## src/shared/misc_feature_consts.svh

```systemverilog
// constants for the miscellaneous feature-enable register slice and its bus map
`ifndef MISC_FEATURE_CONSTS_SVH
`define MISC_FEATURE_CONSTS_SVH

////////////////////////////////////////////////////////////////////////////////
// bus map (byte addresses)
`define OFS_FEAT_LO 12'h000
`define OFS_FEAT_HI 12'h004
`define OFS_IRQ_STATUS 12'h008
`define OFS_IRQ_MASK 12'h00C

////////////////////////////////////////////////////////////////////////////////
// feature word fields
`define BIT_FP_REPORT 10
`define BIT_TRACE_ABSENT 11
`define BIT_SAMPLING_ABSENT 12
`define BIT_PREFETCH_DIS 19
`define FEAT_LO_WMASK 32'h0008_0400
`define FEAT_LO_RESET 32'h0000_0000

////////////////////////////////////////////////////////////////////////////////
// interrupt status fields
`define STATUS_W 2
`define ST_WAKE 0
`define ST_FPERR 1
`define STATUS_RESET 2'h0

////////////////////////////////////////////////////////////////////////////////
// fetch geometry
`define FETCH_ADDR_W 32
`define SECTOR_BYTES 128
`define LINE_BYTES 64

`endif

```

## src/shared/misc_feature_pkg.sv

```systemverilog
// types shared by the feature-enable register slice and its helpers
`include "misc_feature_consts.svh"

package misc_feature_pkg;

	typedef struct packed {
		logic fpReportEn;
		logic prefetchDisable;
	} feature_ctrl_t;

	typedef struct packed {
		logic valid;
		logic [`FETCH_ADDR_W-1:0] addr;
	} fetch_line_t;

endpackage : misc_feature_pkg

```

## src/fp_error_pin_ctrl.sv

```systemverilog
// floating-point-error pin driver and stop-clock wake sensing
`timescale 1ns/1ps
`include "misc_feature_consts.svh"

module fp_error_pin_ctrl (
	input wire logic core_clk,
	input wire logic sys_rst,
	input misc_feature_pkg::feature_ctrl_t ctrl,
	input wire logic stopClockInputN,
	input wire logic fpErrorPinInN,
	input wire logic fpUnmaskedErr,
	output logic fpErrorPinOutN_q,
	output logic fpErrorPinOe_q,
	output logic wakeReq_q,
	output logic wakeEvent_q,
	output logic fpErrEvent_q
);

	wire stopped = !stopClockInputN;
	// only flag errors outside stop-clock, independent of the enable
	wire driveErr = fpUnmaskedErr && !stopped;
	// own drive is masked out so a late release is not mistaken for a wake
	wire wakeCond = ctrl.fpReportEn && stopped && !fpErrorPinInN && !fpErrorPinOe_q;

	always_ff @(posedge core_clk) begin
		if (sys_rst) begin
			fpErrorPinOutN_q <= 1'b1;
			fpErrorPinOe_q <= 1'b0;
			wakeReq_q <= 1'b0;
			wakeEvent_q <= 1'b0;
			fpErrEvent_q <= 1'b0;
		end else begin
			fpErrorPinOutN_q <= 1'b0;
			fpErrorPinOe_q <= driveErr;
			wakeReq_q <= wakeCond;
			wakeEvent_q <= wakeCond && !wakeReq_q;
			fpErrEvent_q <= driveErr && !fpErrorPinOe_q;
		end
	end

	////////////////////////////////////////////////////////////////////////////////
	wake_cause_a: assert property (@(posedge core_clk) disable iff (sys_rst)
		wakeReq_q |-> $past(ctrl.fpReportEn) && !$past(stopClockInputN) && !$past(fpErrorPinInN))
		else $error("wake request without enabled stop-clock pin assertion");
	wake_disabled_a: assert property (@(posedge core_clk) disable iff (sys_rst)
		!ctrl.fpReportEn ##1 !ctrl.fpReportEn |-> !wakeReq_q)
		else $error("wake request while pin reporting is off");
	err_drive_a: assert property (@(posedge core_clk) disable iff (sys_rst)
		fpUnmaskedErr && stopClockInputN |=> fpErrorPinOe_q && !fpErrorPinOutN_q)
		else $error("unmasked error not flagged on the pin");

endmodule : fp_error_pin_ctrl

```

## src/misc_feature_ctrl.sv

```systemverilog
// feature-enable register slice (bits 10..19) behind an apb slave, with wake and prefetch logic
//
// Summary of operation
// - bit 10 writable; set enables wake reporting via the error pin, clear disables it
// - enabled and stop-clock asserted: error pin assertion requests return to normal operation
// - outside stop-clock the pin flags unmasked fp errors regardless of bit 10
// - bit 11 read-only, one when branch trace storage is absent
// - bit 12 read-only, one when precise event sampling is absent
// - bit 19 set: fetch only the line holding the required data
// - bit 19 clear: fetch both lines of the 128-byte sector
//
// Decided for this implementation: the register addresses and the APB register port.
`timescale 1ns/1ps
`include "misc_feature_consts.svh"

module misc_feature_ctrl #(
	parameter int APB_ADDR_W = 12,
	parameter bit TRACE_STORE_SUPPORTED = 1'b1,
	parameter bit PRECISE_SAMPLING_SUPPORTED = 1'b1,
	parameter int SECTOR_BYTES = `SECTOR_BYTES,
	parameter int LINE_BYTES = `LINE_BYTES
) (
	input wire logic core_clk,
	input wire logic sys_rst,
	input wire logic psel,
	input wire logic penable,
	input wire logic pwrite,
	input wire logic [APB_ADDR_W-1:0] paddr,
	input wire logic [31:0] pwdata,
	input wire logic [3:0] pstrb,
	output logic [31:0] prdata,
	output logic pready,
	output logic pslverr,
	output logic irq,
	input wire logic stopClockInputN,
	input wire logic fpErrorPinInN,
	input wire logic fpUnmaskedErr,
	output logic fpErrorPinOutN,
	output logic fpErrorPinOe,
	output logic wakeReq,
	input misc_feature_pkg::fetch_line_t fetchReq,
	output misc_feature_pkg::fetch_line_t fetchLine,
	output misc_feature_pkg::fetch_line_t fetchPair
);

	// refused at elaboration: the map needs four address bits and apb allows no more than 32
	if (APB_ADDR_W < 4 || APB_ADDR_W > 32) begin : g_bad_addr_w
		$error("apb address width must lie between 4 and 32");
	end
	if (SECTOR_BYTES != 2 * LINE_BYTES) begin : g_bad_sector
		$error("sector must hold exactly two lines");
	end

	////////////////////////////////////////////////////////////////////////////////
	// apb decode

	localparam logic [APB_ADDR_W-1:0] A_LO = APB_ADDR_W'(`OFS_FEAT_LO);
	localparam logic [APB_ADDR_W-1:0] A_HI = APB_ADDR_W'(`OFS_FEAT_HI);
	localparam logic [APB_ADDR_W-1:0] A_ST = APB_ADDR_W'(`OFS_IRQ_STATUS);
	localparam logic [APB_ADDR_W-1:0] A_MK = APB_ADDR_W'(`OFS_IRQ_MASK);

	logic [31:0] featLo_q;
	logic [31:0] featLo_d;
	logic [`STATUS_W-1:0] status_q;
	logic [`STATUS_W-1:0] status_d;
	logic [`STATUS_W-1:0] mask_q;
	logic [`STATUS_W-1:0] mask_d;
	logic [31:0] prdata_q;
	logic pready_q;
	logic pslverr_q;
	logic irq_q;

	wire setupPhase = psel && !penable;
	wire accessDone = psel && penable && pready_q;
	wire hitLo = paddr == A_LO;
	wire hitHi = paddr == A_HI;
	wire hitSt = paddr == A_ST;
	wire hitMk = paddr == A_MK;
	wire mapped = hitLo || hitHi || hitSt || hitMk;
	wire wrDone = accessDone && pwrite && mapped;

	// byte lanes expanded to a bit mask
	wire [31:0] laneMask;
	genvar gi;
	generate
		for (gi = 0; gi < 4; gi++) begin : g_lane
			assign laneMask[gi*8 +: 8] = {8{pstrb[gi]}};
		end
	endgenerate

	////////////////////////////////////////////////////////////////////////////////
	// feature word

	// capability flags are wired, never stored
	wire traceAbsent = !TRACE_STORE_SUPPORTED;
	wire samplingAbsent = !PRECISE_SAMPLING_SUPPORTED;
	wire [31:0] wMask = `FEAT_LO_WMASK & laneMask;
	assign featLo_d = (wrDone && hitLo) ? ((featLo_q & ~wMask) | (pwdata & wMask)) : featLo_q;

	misc_feature_pkg::feature_ctrl_t ctrl;
	assign ctrl = '{fpReportEn: featLo_q[`BIT_FP_REPORT],
		prefetchDisable: featLo_q[`BIT_PREFETCH_DIS]};

	wire [31:0] featLoRead = featLo_q
		| (32'(traceAbsent) << `BIT_TRACE_ABSENT)
		| (32'(samplingAbsent) << `BIT_SAMPLING_ABSENT);

	////////////////////////////////////////////////////////////////////////////////
	// interrupt status and mask

	logic wakeEvent;
	logic fpErrEvent;
	wire [`STATUS_W-1:0] events = {fpErrEvent, wakeEvent};
	wire [`STATUS_W-1:0] w1c = (wrDone && hitSt && pstrb[0]) ? pwdata[`STATUS_W-1:0] : '0;
	// a new event in the clearing cycle survives the clear
	assign status_d = (status_q & ~w1c) | events;
	assign mask_d = (wrDone && hitMk && pstrb[0]) ? pwdata[`STATUS_W-1:0] : mask_q;

	wire [31:0] readMux = hitLo ? featLoRead
		: hitSt ? 32'(status_q)
		: hitMk ? 32'(mask_q)
		: 32'h0000_0000;

	////////////////////////////////////////////////////////////////////////////////
	// registers

	always_ff @(posedge core_clk) begin
		if (sys_rst) begin
			featLo_q <= `FEAT_LO_RESET;
			status_q <= `STATUS_RESET;
			mask_q <= `STATUS_RESET;
			irq_q <= 1'b0;
		end else begin
			featLo_q <= featLo_d;
			status_q <= status_d;
			mask_q <= mask_d;
			irq_q <= |(status_q & mask_q);
		end
	end

	// one wait-free access: read data are sampled in the setup cycle, write data in the access cycle
	always_ff @(posedge core_clk) begin
		if (sys_rst) begin
			prdata_q <= 32'h0000_0000;
			pready_q <= 1'b0;
			pslverr_q <= 1'b0;
		end else begin
			pready_q <= setupPhase;
			pslverr_q <= setupPhase && !mapped;
			prdata_q <= (setupPhase && !pwrite) ? readMux : 32'h0000_0000;
		end
	end

	assign prdata = prdata_q;
	assign pready = pready_q;
	assign pslverr = pslverr_q;
	assign irq = irq_q;

	////////////////////////////////////////////////////////////////////////////////
	// pin and fetch helpers

	fp_error_pin_ctrl u_pin (
		.core_clk(core_clk),
		.sys_rst(sys_rst),
		.ctrl(ctrl),
		.stopClockInputN(stopClockInputN),
		.fpErrorPinInN(fpErrorPinInN),
		.fpUnmaskedErr(fpUnmaskedErr),
		.fpErrorPinOutN_q(fpErrorPinOutN),
		.fpErrorPinOe_q(fpErrorPinOe),
		.wakeReq_q(wakeReq),
		.wakeEvent_q(wakeEvent),
		.fpErrEvent_q(fpErrEvent)
	);

	sector_fetch_planner #(
		.SECTOR_BYTES(SECTOR_BYTES),
		.LINE_BYTES(LINE_BYTES)
	) u_fetch (
		.core_clk(core_clk),
		.sys_rst(sys_rst),
		.prefetchDisable(ctrl.prefetchDisable),
		.fetchReq(fetchReq),
		.fetchLine_q(fetchLine),
		.fetchPair_q(fetchPair)
	);

	////////////////////////////////////////////////////////////////////////////////
	// checks

	// helpers that name the bus events the checks refer to
	wire clrWake = wrDone && hitSt && pstrb[0] && pwdata[`ST_WAKE];
	wire clrErr = wrDone && hitSt && pstrb[0] && pwdata[`ST_FPERR];
	wire rdSetup = setupPhase && !pwrite;
	wire loWrite = wrDone && hitLo;

	fp_enable_write_a: assert property (@(posedge core_clk) disable iff (sys_rst)
		wrDone && hitLo && pstrb[1] |=> ctrl.fpReportEn == $past(pwdata[`BIT_FP_REPORT]))
		else $error("pin reporting enable did not take the written value");
	prefetch_write_a: assert property (@(posedge core_clk) disable iff (sys_rst)
		wrDone && hitLo && pstrb[2] |=> ctrl.prefetchDisable == $past(pwdata[`BIT_PREFETCH_DIS]))
		else $error("prefetch disable did not take the written value");
	cap_flags_a: assert property (@(posedge core_clk) disable iff (sys_rst)
		setupPhase && !pwrite && hitLo |=> prdata_q[`BIT_TRACE_ABSENT] == !TRACE_STORE_SUPPORTED
		&& prdata_q[`BIT_SAMPLING_ABSENT] == !PRECISE_SAMPLING_SUPPORTED)
		else $error("capability flags read wrong");
	reserved_zero_a: assert property (@(posedge core_clk) disable iff (sys_rst)
		setupPhase && !pwrite && hitLo |=> (prdata_q & 32'hFFF7_E3FF) == 32'h0000_0000)
		else $error("reserved feature bits read non-zero");
	cap_unwritable_a: assert property (@(posedge core_clk) disable iff (sys_rst)
		(featLo_q & ~`FEAT_LO_WMASK) == 32'h0000_0000)
		else $error("non-writable feature bit stored");
	apb_ready_a: assert property (@(posedge core_clk) disable iff (sys_rst)
		setupPhase |=> pready_q ##1 !pready_q || (psel && !penable))
		else $error("apb answer not one cycle after setup");
	sticky_set_a: assert property (@(posedge core_clk) disable iff (sys_rst)
		wakeEvent |=> status_q[`ST_WAKE])
		else $error("wake event lost against clear");
	irq_level_a: assert property (@(posedge core_clk) disable iff (sys_rst)
		|(status_q & mask_q) |=> irq_q)
		else $error("interrupt not raised for unmasked status");

	// bus protocol
	unmapped_err_a: assert property (@(posedge core_clk) disable iff (sys_rst)
		setupPhase && !mapped |=> pready_q && pslverr_q && prdata_q == 32'h0000_0000)
		else $error("unmapped access not refused");
	mapped_ok_a: assert property (@(posedge core_clk) disable iff (sys_rst)
		setupPhase && mapped |=> !pslverr_q)
		else $error("error answer for a mapped register");
	err_with_ready_a: assert property (@(posedge core_clk) disable iff (sys_rst)
		pslverr_q |-> pready_q)
		else $error("error answer without ready");
	ready_single_a: assert property (@(posedge core_clk) disable iff (sys_rst)
		pready_q |=> !pready_q)
		else $error("ready held longer than one cycle");
	idle_rdata_a: assert property (@(posedge core_clk) disable iff (sys_rst)
		!pready_q |-> prdata_q == 32'h0000_0000)
		else $error("read data shown outside the access cycle");
	unmapped_write_a: assert property (@(posedge core_clk) disable iff (sys_rst)
		accessDone && pwrite && !mapped |=> featLo_q == $past(featLo_q) && mask_q == $past(mask_q))
		else $error("write to an unmapped address landed");

	// feature word and fetch routing
	hi_read_zero_a: assert property (@(posedge core_clk) disable iff (sys_rst)
		rdSetup && hitHi |=> prdata_q == 32'h0000_0000)
		else $error("upper feature word reads non-zero");
	hi_write_a: assert property (@(posedge core_clk) disable iff (sys_rst)
		accessDone && pwrite && hitHi |=> featLo_q == $past(featLo_q))
		else $error("upper feature word write changed the lower word");
	fp_enable_hold_a: assert property (@(posedge core_clk) disable iff (sys_rst)
		!loWrite |=> $stable(ctrl.fpReportEn))
		else $error("pin reporting enable changed without a write");
	prefetch_hold_a: assert property (@(posedge core_clk) disable iff (sys_rst)
		!loWrite |=> $stable(ctrl.prefetchDisable))
		else $error("prefetch disable changed without a write");
	lane_gate_a: assert property (@(posedge core_clk) disable iff (sys_rst)
		loWrite && !pstrb[1] |=> $stable(ctrl.fpReportEn))
		else $error("pin reporting enable written through a disabled lane");
	route_single_a: assert property (@(posedge core_clk) disable iff (sys_rst)
		fetchReq.valid && ctrl.prefetchDisable |=> fetchLine.valid && !fetchPair.valid)
		else $error("pair fetch issued while prefetch disabled");
	route_pair_a: assert property (@(posedge core_clk) disable iff (sys_rst)
		fetchReq.valid && !ctrl.prefetchDisable |=> fetchLine.valid && fetchPair.valid)
		else $error("pair fetch missing while prefetch enabled");

	// pin events
	pin_quiet_stop_a: assert property (@(posedge core_clk) disable iff (sys_rst)
		!stopClockInputN |=> !fpErrorPinOe)
		else $error("pin driven during stop-clock");
	err_flag_a: assert property (@(posedge core_clk) disable iff (sys_rst)
		fpUnmaskedErr && stopClockInputN && !fpErrorPinOe |=> fpErrEvent)
		else $error("error flag event missing");
	wake_event_a: assert property (@(posedge core_clk) disable iff (sys_rst)
		ctrl.fpReportEn && !stopClockInputN && !fpErrorPinInN && !fpErrorPinOe && !wakeReq |=> wakeEvent)
		else $error("wake event missing");

	// status and mask
	err_sticky_a: assert property (@(posedge core_clk) disable iff (sys_rst)
		fpErrEvent |=> status_q[`ST_FPERR])
		else $error("error event lost against clear");
	wake_hold_a: assert property (@(posedge core_clk) disable iff (sys_rst)
		status_q[`ST_WAKE] && !clrWake |=> status_q[`ST_WAKE])
		else $error("wake status dropped without a clear");
	wake_clear_a: assert property (@(posedge core_clk) disable iff (sys_rst)
		clrWake && !wakeEvent |=> !status_q[`ST_WAKE])
		else $error("wake status not cleared");
	err_hold_a: assert property (@(posedge core_clk) disable iff (sys_rst)
		status_q[`ST_FPERR] && !clrErr |=> status_q[`ST_FPERR])
		else $error("error status dropped without a clear");
	err_clear_a: assert property (@(posedge core_clk) disable iff (sys_rst)
		clrErr && !fpErrEvent |=> !status_q[`ST_FPERR])
		else $error("error status not cleared");
	mask_write_a: assert property (@(posedge core_clk) disable iff (sys_rst)
		wrDone && hitMk && pstrb[0] |=> mask_q == $past(pwdata[`STATUS_W-1:0]))
		else $error("mask did not take the written value");
	status_read_a: assert property (@(posedge core_clk) disable iff (sys_rst)
		rdSetup && hitSt |=> prdata_q == 32'($past(status_q)))
		else $error("status read wrong");
	irq_quiet_a: assert property (@(posedge core_clk) disable iff (sys_rst)
		!(|(status_q & mask_q)) |=> !irq_q)
		else $error("interrupt raised without unmasked status");

endmodule : misc_feature_ctrl

```

## src/sector_fetch_planner.sv

```systemverilog
// turns a data request into one or two line fetches within its sector
`timescale 1ns/1ps
`include "misc_feature_consts.svh"

module sector_fetch_planner #(
	parameter int SECTOR_BYTES = `SECTOR_BYTES,
	parameter int LINE_BYTES = `LINE_BYTES
) (
	input wire logic core_clk,
	input wire logic sys_rst,
	input wire logic prefetchDisable,
	input misc_feature_pkg::fetch_line_t fetchReq,
	output misc_feature_pkg::fetch_line_t fetchLine_q,
	output misc_feature_pkg::fetch_line_t fetchPair_q
);

	// refused at elaboration: the pair address is a single bit flip of the line address
	if (SECTOR_BYTES != 2 * LINE_BYTES || LINE_BYTES < 2
		|| (LINE_BYTES & (LINE_BYTES - 1)) != 0) begin : g_bad_geom
		$error("sector must hold exactly two power-of-two lines");
	end

	localparam logic [`FETCH_ADDR_W-1:0] LINE_SZ = `FETCH_ADDR_W'(LINE_BYTES);
	wire [`FETCH_ADDR_W-1:0] lineAddr = fetchReq.addr & ~(LINE_SZ - `FETCH_ADDR_W'(1));
	wire [`FETCH_ADDR_W-1:0] pairAddr = lineAddr ^ LINE_SZ;

	always_ff @(posedge core_clk) begin
		if (sys_rst) begin
			fetchLine_q <= '0;
			fetchPair_q <= '0;
		end else begin
			fetchLine_q <= '{valid: fetchReq.valid, addr: lineAddr};
			fetchPair_q <= '{valid: fetchReq.valid && !prefetchDisable, addr: pairAddr};
		end
	end

	////////////////////////////////////////////////////////////////////////////////
	single_line_a: assert property (@(posedge core_clk) disable iff (sys_rst)
		fetchReq.valid && prefetchDisable |=> fetchLine_q.valid && !fetchPair_q.valid)
		else $error("adjacent line fetched while prefetch disabled");
	both_lines_a: assert property (@(posedge core_clk) disable iff (sys_rst)
		fetchReq.valid && !prefetchDisable |=> fetchPair_q.valid
		&& (fetchPair_q.addr ^ fetchLine_q.addr) == LINE_SZ)
		else $error("sector pair not fetched");

endmodule : sector_fetch_planner

```

## config.mk

```make
export PLATFORM = sky130hd
export DESIGN_NAME = misc_feature_ctrl
export DESIGN_NICKNAME = d
export VERILOG_FILES = /design/src/shared/misc_feature_pkg.sv /design/src/fp_error_pin_ctrl.sv /design/src/misc_feature_ctrl.sv /design/src/sector_fetch_planner.sv
export VERILOG_INCLUDE_DIRS = /design/src /design/src/shared
export SDC_FILE = /design/constraint.sdc
export NUM_CORES = 1
export LEC_CHECK = 0
export BUFFER_PORTS_ARGS = -buffer_cell sky130_fd_sc_hd__buf_2
export CORE_ASPECT_RATIO = 0.75
export CORE_MARGIN = 2
export CORE_UTILIZATION = 40
export CTS_BUF_LIST = sky130_fd_sc_hd__clkbuf_2 sky130_fd_sc_hd__clkbuf_4 sky130_fd_sc_hd__clkbuf_8
export DETAILED_ROUTE_END_ITERATION = 8
export GPL_TIMING_DRIVEN = 0
export PLACE_DENSITY = 0.88
export SLEW_MARGIN = 40
export SYNTH_ARGS = -nofsm -noshare
export SYNTH_HDL_FRONTEND = slang
export SYNTH_SLANG_ARGS = --single-unit
```

## constraint.sdc

```tcl
create_clock -name core_clk -period 1.8 [get_ports core_clk]
set_clock_uncertainty 0.05 [all_clocks]
set_input_delay 0 -clock core_clk [delete_from_list [all_inputs] [get_ports core_clk]]
set_output_delay 0 -clock core_clk [all_outputs]
set_load 0.02 [all_outputs]
```

==> results.cfg, run 1 <==
[run_status]
outcome = complete, no violations

[power_and_ir_drop]
p_per_area_nw_per_um2 = 749
leakagePower_nw = 1.83
ir_drop_mv = 0.581

[layout]
nets = 494
regArea_um2 = 941
drive_above_1_share_pct = 49.0
area_growth_pct = 69.9
fill_cells = 382
fin_cells = 466
antennaDiodeCount = 0
multi_input_area_um2 = 673

[global_routing]
grt_pass1_wl_um = 7920
grt_overflow = 0
grt_use_total_pct = 17.8
antenna_found_initial = 0
grt_pass1_vias = 1821
grt_max_degree = 15

[critical_path]
cp.depth = 7
crit_arrival_ns = 1.89
critPathCaptureType = flip-flop
rr_worst_depth = 5
crit_type = input port to flip-flop
path_delay_family = buffers and inverters
cpMostUsedCell = dlygate4sd3_1
cp_slowest_cell = dlygate4sd3_1
crit_required_ns = 1.97
worstSetupStartpointType = input port
path_max_fanout = 4
cp_slowest_stage_delay_ns = 0.55
worstPathCellList = dlygate4sd3_1 -> buf_2 -> and4_4 -> and4_1 -> nand3_1 -> dlygate4sd3_1 -> a21oi_1
crit_buf_inv = 3

[timing]
timing.final.max_slew_violations = 0
grt_setup_unrepaired = no
finalSetupViolCount = 0
hold_viol_final = 0
period_needed_ns = 1.72
timing.final.crit_share_pct = 95.7
fmax_mhz = 580
setup_tns_ns = 0
hold_ws_ns = 0.0155
setup_ws_ns = 0.0770

[placement]
hpwl_um = 3580
numPortBuffers = 116
pre_cts_slack_ns = 0.508
place_congestion = 0.798
dp_cells = 414

[synth]
yosysWarnings = 0
async_reset_ff_share_pct = 0
synth.cell_area_um2 = 1990
synth.area.top_cells = dfxtp_1 47%, buf_4 25%, nor2b_1 9.1%
yosysTopAreaCell = dfxtp_1
yosysSeqAreaShare_pct = 47.3
ys_ff_latch = 47
yosys.cell_count.top_type = buf_4
dominantRegCellSynth = dfxtp_1
synth-edff-count = 0
ys_types = 22
syn_inst = 199
synthTopCellsByCount = 66 x buf_4, 47 x dfxtp_1, 29 x nor2b_1, 10 x nor2_1
netlist.area_leader.share_pct = 47.3
syn_area_per_cell_um2 = 9.99

[routing]
drt_iter0_drc = 74
ant_nets = 0
finalWirelength_um = 5180
dr.pass1.iters = 4
route.detailed.drc = 0
vias = 1911
routed_via_density = 4.10
drt-wirelength-per-cell_um = 11.1

[clocking]
cts_buffer_depth = 2
clk_latency_ns = 0.28
cts.sinks = 47
htreeDepth = 2
cts_made_buffers = 5
clk_pin_slew_ns = 0.09
cts_tree = built
cts_root_buffer = clkbuf_8

[floorplanning]
num_rows = 22
start_util_pct = 41.0
pin_count = 193
die_w_um = 85.4
core-area_um2 = 4840
dieArea_um2 = 5560
die_y_um = 65.1

[min_path]
min_path_type = input port to flip-flop
min_path_cells = 3

[run]
cap_violations = 0
[worst paths after layout]
kind                        start                end  slack [ns]
setup / recovery           pwrite          mask_q[1]        0.08
hold / removal           paddr[2]          prdata[0]        0.02
setup reg to reg           pready          mask_q[1]        0.12
hold reg to reg   u_pin.wakeReq_q  u_pin.wakeEvent_q        0.37
[final cells by class]
| class | count | area share [%] |
|---|---|---|
| clock inverter | 2 | 1.78 |
| inverter | 4 | 0.445 |
| sequential | 47 | 27.9 |
| timing repair buffer | 160 | 30.4 |
| tap | 60 | 2.22 |
| buffer | 70 | 15.1 |
| clock buffer | 6 | 2.26 |
| multi-input combinational | 117 | 19.9 |
[power by group]
part	internal (W)	switching (W)
clock	0.000570	0.000328
combinational	0.000258	0.000274
sequential	0.00108	0.0000185
total	0.00191	0.000621
[state kept, by name, summed over array words and instances (netlist names), 2 cells and up, named ones only]
signal and flops:
status_q 2, u_fetch.fetchPair_q 27, mask_q 2, u_fetch.fetchLine_q 2, prdata 4
[per-layer routing]
| layer | GRT usage [%] | part of all wire (%) | up-vias |
|---|---|---|---|
| met4 | 5.56 | 0.85 | 0 |
| met3 | 5.35 | 8.7 | 5 |
| met1 | 18.8 | 38 | 860 |
| met2 | 33.9 | 52 | 96 |
| met5 | 0 | 0 | - |
| li1 | - | - | 950 |
[tightest hold or removal path, cell delays in order]
cell,delay (ns)
buf_4,0.15
mux2i_1,0.09
nor2_1,0.08
[cells by family after synthesis]
| group | after synthesis | share of synthesized area, % |
|---|---|---|
| AND/OR/NAND/NOR | 65 | 22.4 |
| buffers and inverters | 74 | 26.4 |
| flip-flops | 47 | 47.3 |
| other | 1 | 0.189 |
| AO/OA/AOI/OAI | 10 | 2.64 |
| multiplexers | 2 | 1.01 |
[per-stage QoR]
step	instance area (um^2)	utilization (%)	total power, W
2_1_floorplan	2130	-	0.00144
3_3_place_gp	2790	57.6	0.00157
3_5_place_dp	2790	57.6	0.00158
4_1_cts	3360	69.3	0.00254
5_1_grt	3380	69.7	0.00264
6_report	3380	69.7	0.00253
[cells in the final DEF, fill, tap and decap left out]
master,count
and2_2,1
nor4_4,3
nor3_1,4
bufinv_16,2
a22oi_1,1
buf_4,68
and4bb_2,1
mux2i_1,2
conb_1,40
inv_1,4
clkbuf_1,4
and4_4,2
clkbuf_4,1
o21ai_0,4
nor2b_1,29
nand4_1,2
nor2_1,10
or3b_1,1
nor4b_1,2
dlymetal6s4s_1,2
a21oi_1,5
nand4_2,1
and4_1,3
dfxtp_1,47
nand2_1,2
buf_2,115
nand3_1,4
clkbuf_8,5
dlygate4sd3_1,41
[repair_timing]
item | 4_1_cts | 5_1_grt
gates resized for setup | 0 | 5
setup buffers | 0 | 2
hold buffers | 43 | 0
endpoints found under the hold margin | 41 | 0
setup endpoints to repair | 0 | 4
No activity file was read; power rests on OpenSTA's default activity.
==> run 2, diff against run 1 <==
- CORE_MARGIN: 2 -> unset
==> results.cfg, run 2 (synthesis gave the netlist of run 1 again) <==
[layout]
max_flop_register = u_fetch.fetchPair_q
layout_commonest_cell = buf_2
antennaDiodeCount = 0
nets = 493
area_growth_pct = 67.7
regArea_um2 = 941
utilization_pct = 72.1
multi_input_area_um2 = 673
final_cell_mix = 115 x buf_2, 66 x buf_4, 47 x dfxtp_1
fill_cells = 331
drive_above_1_share_pct = 48.6
largest_register_ff_count = 27

[critical_path]
crit_required_ns = 1.97
cp_slowest_cell = dlygate4sd3_1
crit_type = input port to flip-flop
crit_arrival_ns = 1.90
path_max_fanout = 4
worstSetupStartpointType = input port
path_delay_family = buffers and inverters
worstPathCellList = dlygate4sd3_1 -> buf_2 -> and4_4 -> and4_4 -> nand3_1 -> dlygate4sd3_1 -> a21oi_1
cp_slowest_stage_delay_ns = 0.55
crit_buf_inv = 3
critPathCaptureType = flip-flop

[routing]
drt_iter0_drc = 58
routed_via_density = 4.11
ant_nets = 0
vias = 1898
finalWirelength_um = 5260
route.detailed.drc = 0
dr.pass1.iters = 4
drt-wirelength-per-cell_um = 11.4

[timing]
fmax_mhz = 579
setup_tns_ns = 0
finalSetupViolCount = 0
period_needed_ns = 1.73
hold_viol_final = 0
timing.final.crit_share_pct = 95.9
grt_setup_unrepaired = no
timing.final.max_slew_violations = 0

[clocking]
cts_made_buffers = 5
htreeDepth = 2
cts_root_buffer = clkbuf_8
cts_tree = built
clk_pin_slew_ns = 0.08
cts.sinks = 47
postCtsSetupBuffers = 0
cts_buffer_depth = 2
clk_latency_ns = 0.29

[floorplanning]
pin_count = 193
num_rows = 21
core-area_um2 = 4620
start_util_pct = 43.0
die_y_um = 63.1
die_w_um = 83.4
dieArea_um2 = 5260

[min_path]
min_path_type = input port to flip-flop

[global_routing]
grt_overflow = 0
antenna_found_initial = 0
grt_max_degree = 14
grt_pass1_wl_um = 8500
grt_pass1_vias = 1860
grt_use_total_pct = 20.4

[run_status]
outcome = complete, no violations

[power_and_ir_drop]
leakagePower_nw = 1.81
ir_drop_mv = 0.501
p_per_area_nw_per_um2 = 697

[placement]
place_congestion = 0.739
numPortBuffers = 116
hpwl_um = 3520

[run]
cap_violations = 0
[run 2: cell types whose count changed in the layout (fill, tap and decap cells not counted), sizes merged]
cell and change:
clkbuf +2, dlymetal6s4s -1, buf -2, dlygate4sd3 +2, bufinv -2
[run 2: layout make-up]
class | count | area share, %
well taps | 57 | 2.14
flip-flops and latches | 47 | 28.2
multi-input cells | 117 | 20.2
clock buffers | 8 | 3.12
plain buffers | 70 | 15.3
repair buffers | 159 | 30.6
inverters | 4 | 0.450
[run 2: stage by stage]
stage	total power (W)	worst slack [ns]	hold WS, ns	std cells	cell area, um^2
floorplan	0.00144	0.491	-0.0223	238	2130
global placement	0.00157	0.563	0.110	411	2790
detailed placement	0.00158	0.525	0.110	411	2790
CTS	0.00233	0.0575	0.0105	463	3330
global route	0.00244	0.0101	0.0275	462	3330
finish	0.00232	0.0737	0.0182	462	3330
[run 2: report_power, final]
group | switching [W] | internal (W)
clock | 0.000322 | 0.000366
combinational | 0.000276 | 0.000260
sequential | 0.0000197 | 0.00108
total | 0.000617 | 0.00171
[run 2: worst min-delay path: cells and delay by family]
| kind | cells | cell delay [ns] |
|---|---|---|
| simple gates | 1 | 0.06 |
| compound gates | 1 | 0.14 |
| buf+inv | 1 | 0.12 |
[run 2: timing repair]
action                                 4_1_cts  5_1_grt
setup endpoints to repair                    0        3
hold buffers                                44        0
resized for setup                            0        4
endpoints found under the hold margin       41        0
[run 2: per-layer routing]
metal / wire length, um / GRT usage [%] / vias up
met3: 398 / 5.50 / 5
met1: 2000 / 21.5 / 849
li1: - / - / 949
met2: 2820 / 39.8 / 95
met5: 0 / 0 / -
met4: 47 / 5.82 / 0
[run 2: final timing paths]
kind	start	to	slack, ns	cells past startpoint
worst min-delay path	paddr[0]	pslverr	0.02	3
worst max register to register	pready	flip-flop	0.08	5
worst min register to register	u_pin.wakeReq_q	u_pin.wakeEvent_q	0.36	1
worst max-delay path	pwrite	flip-flop	0.07	7
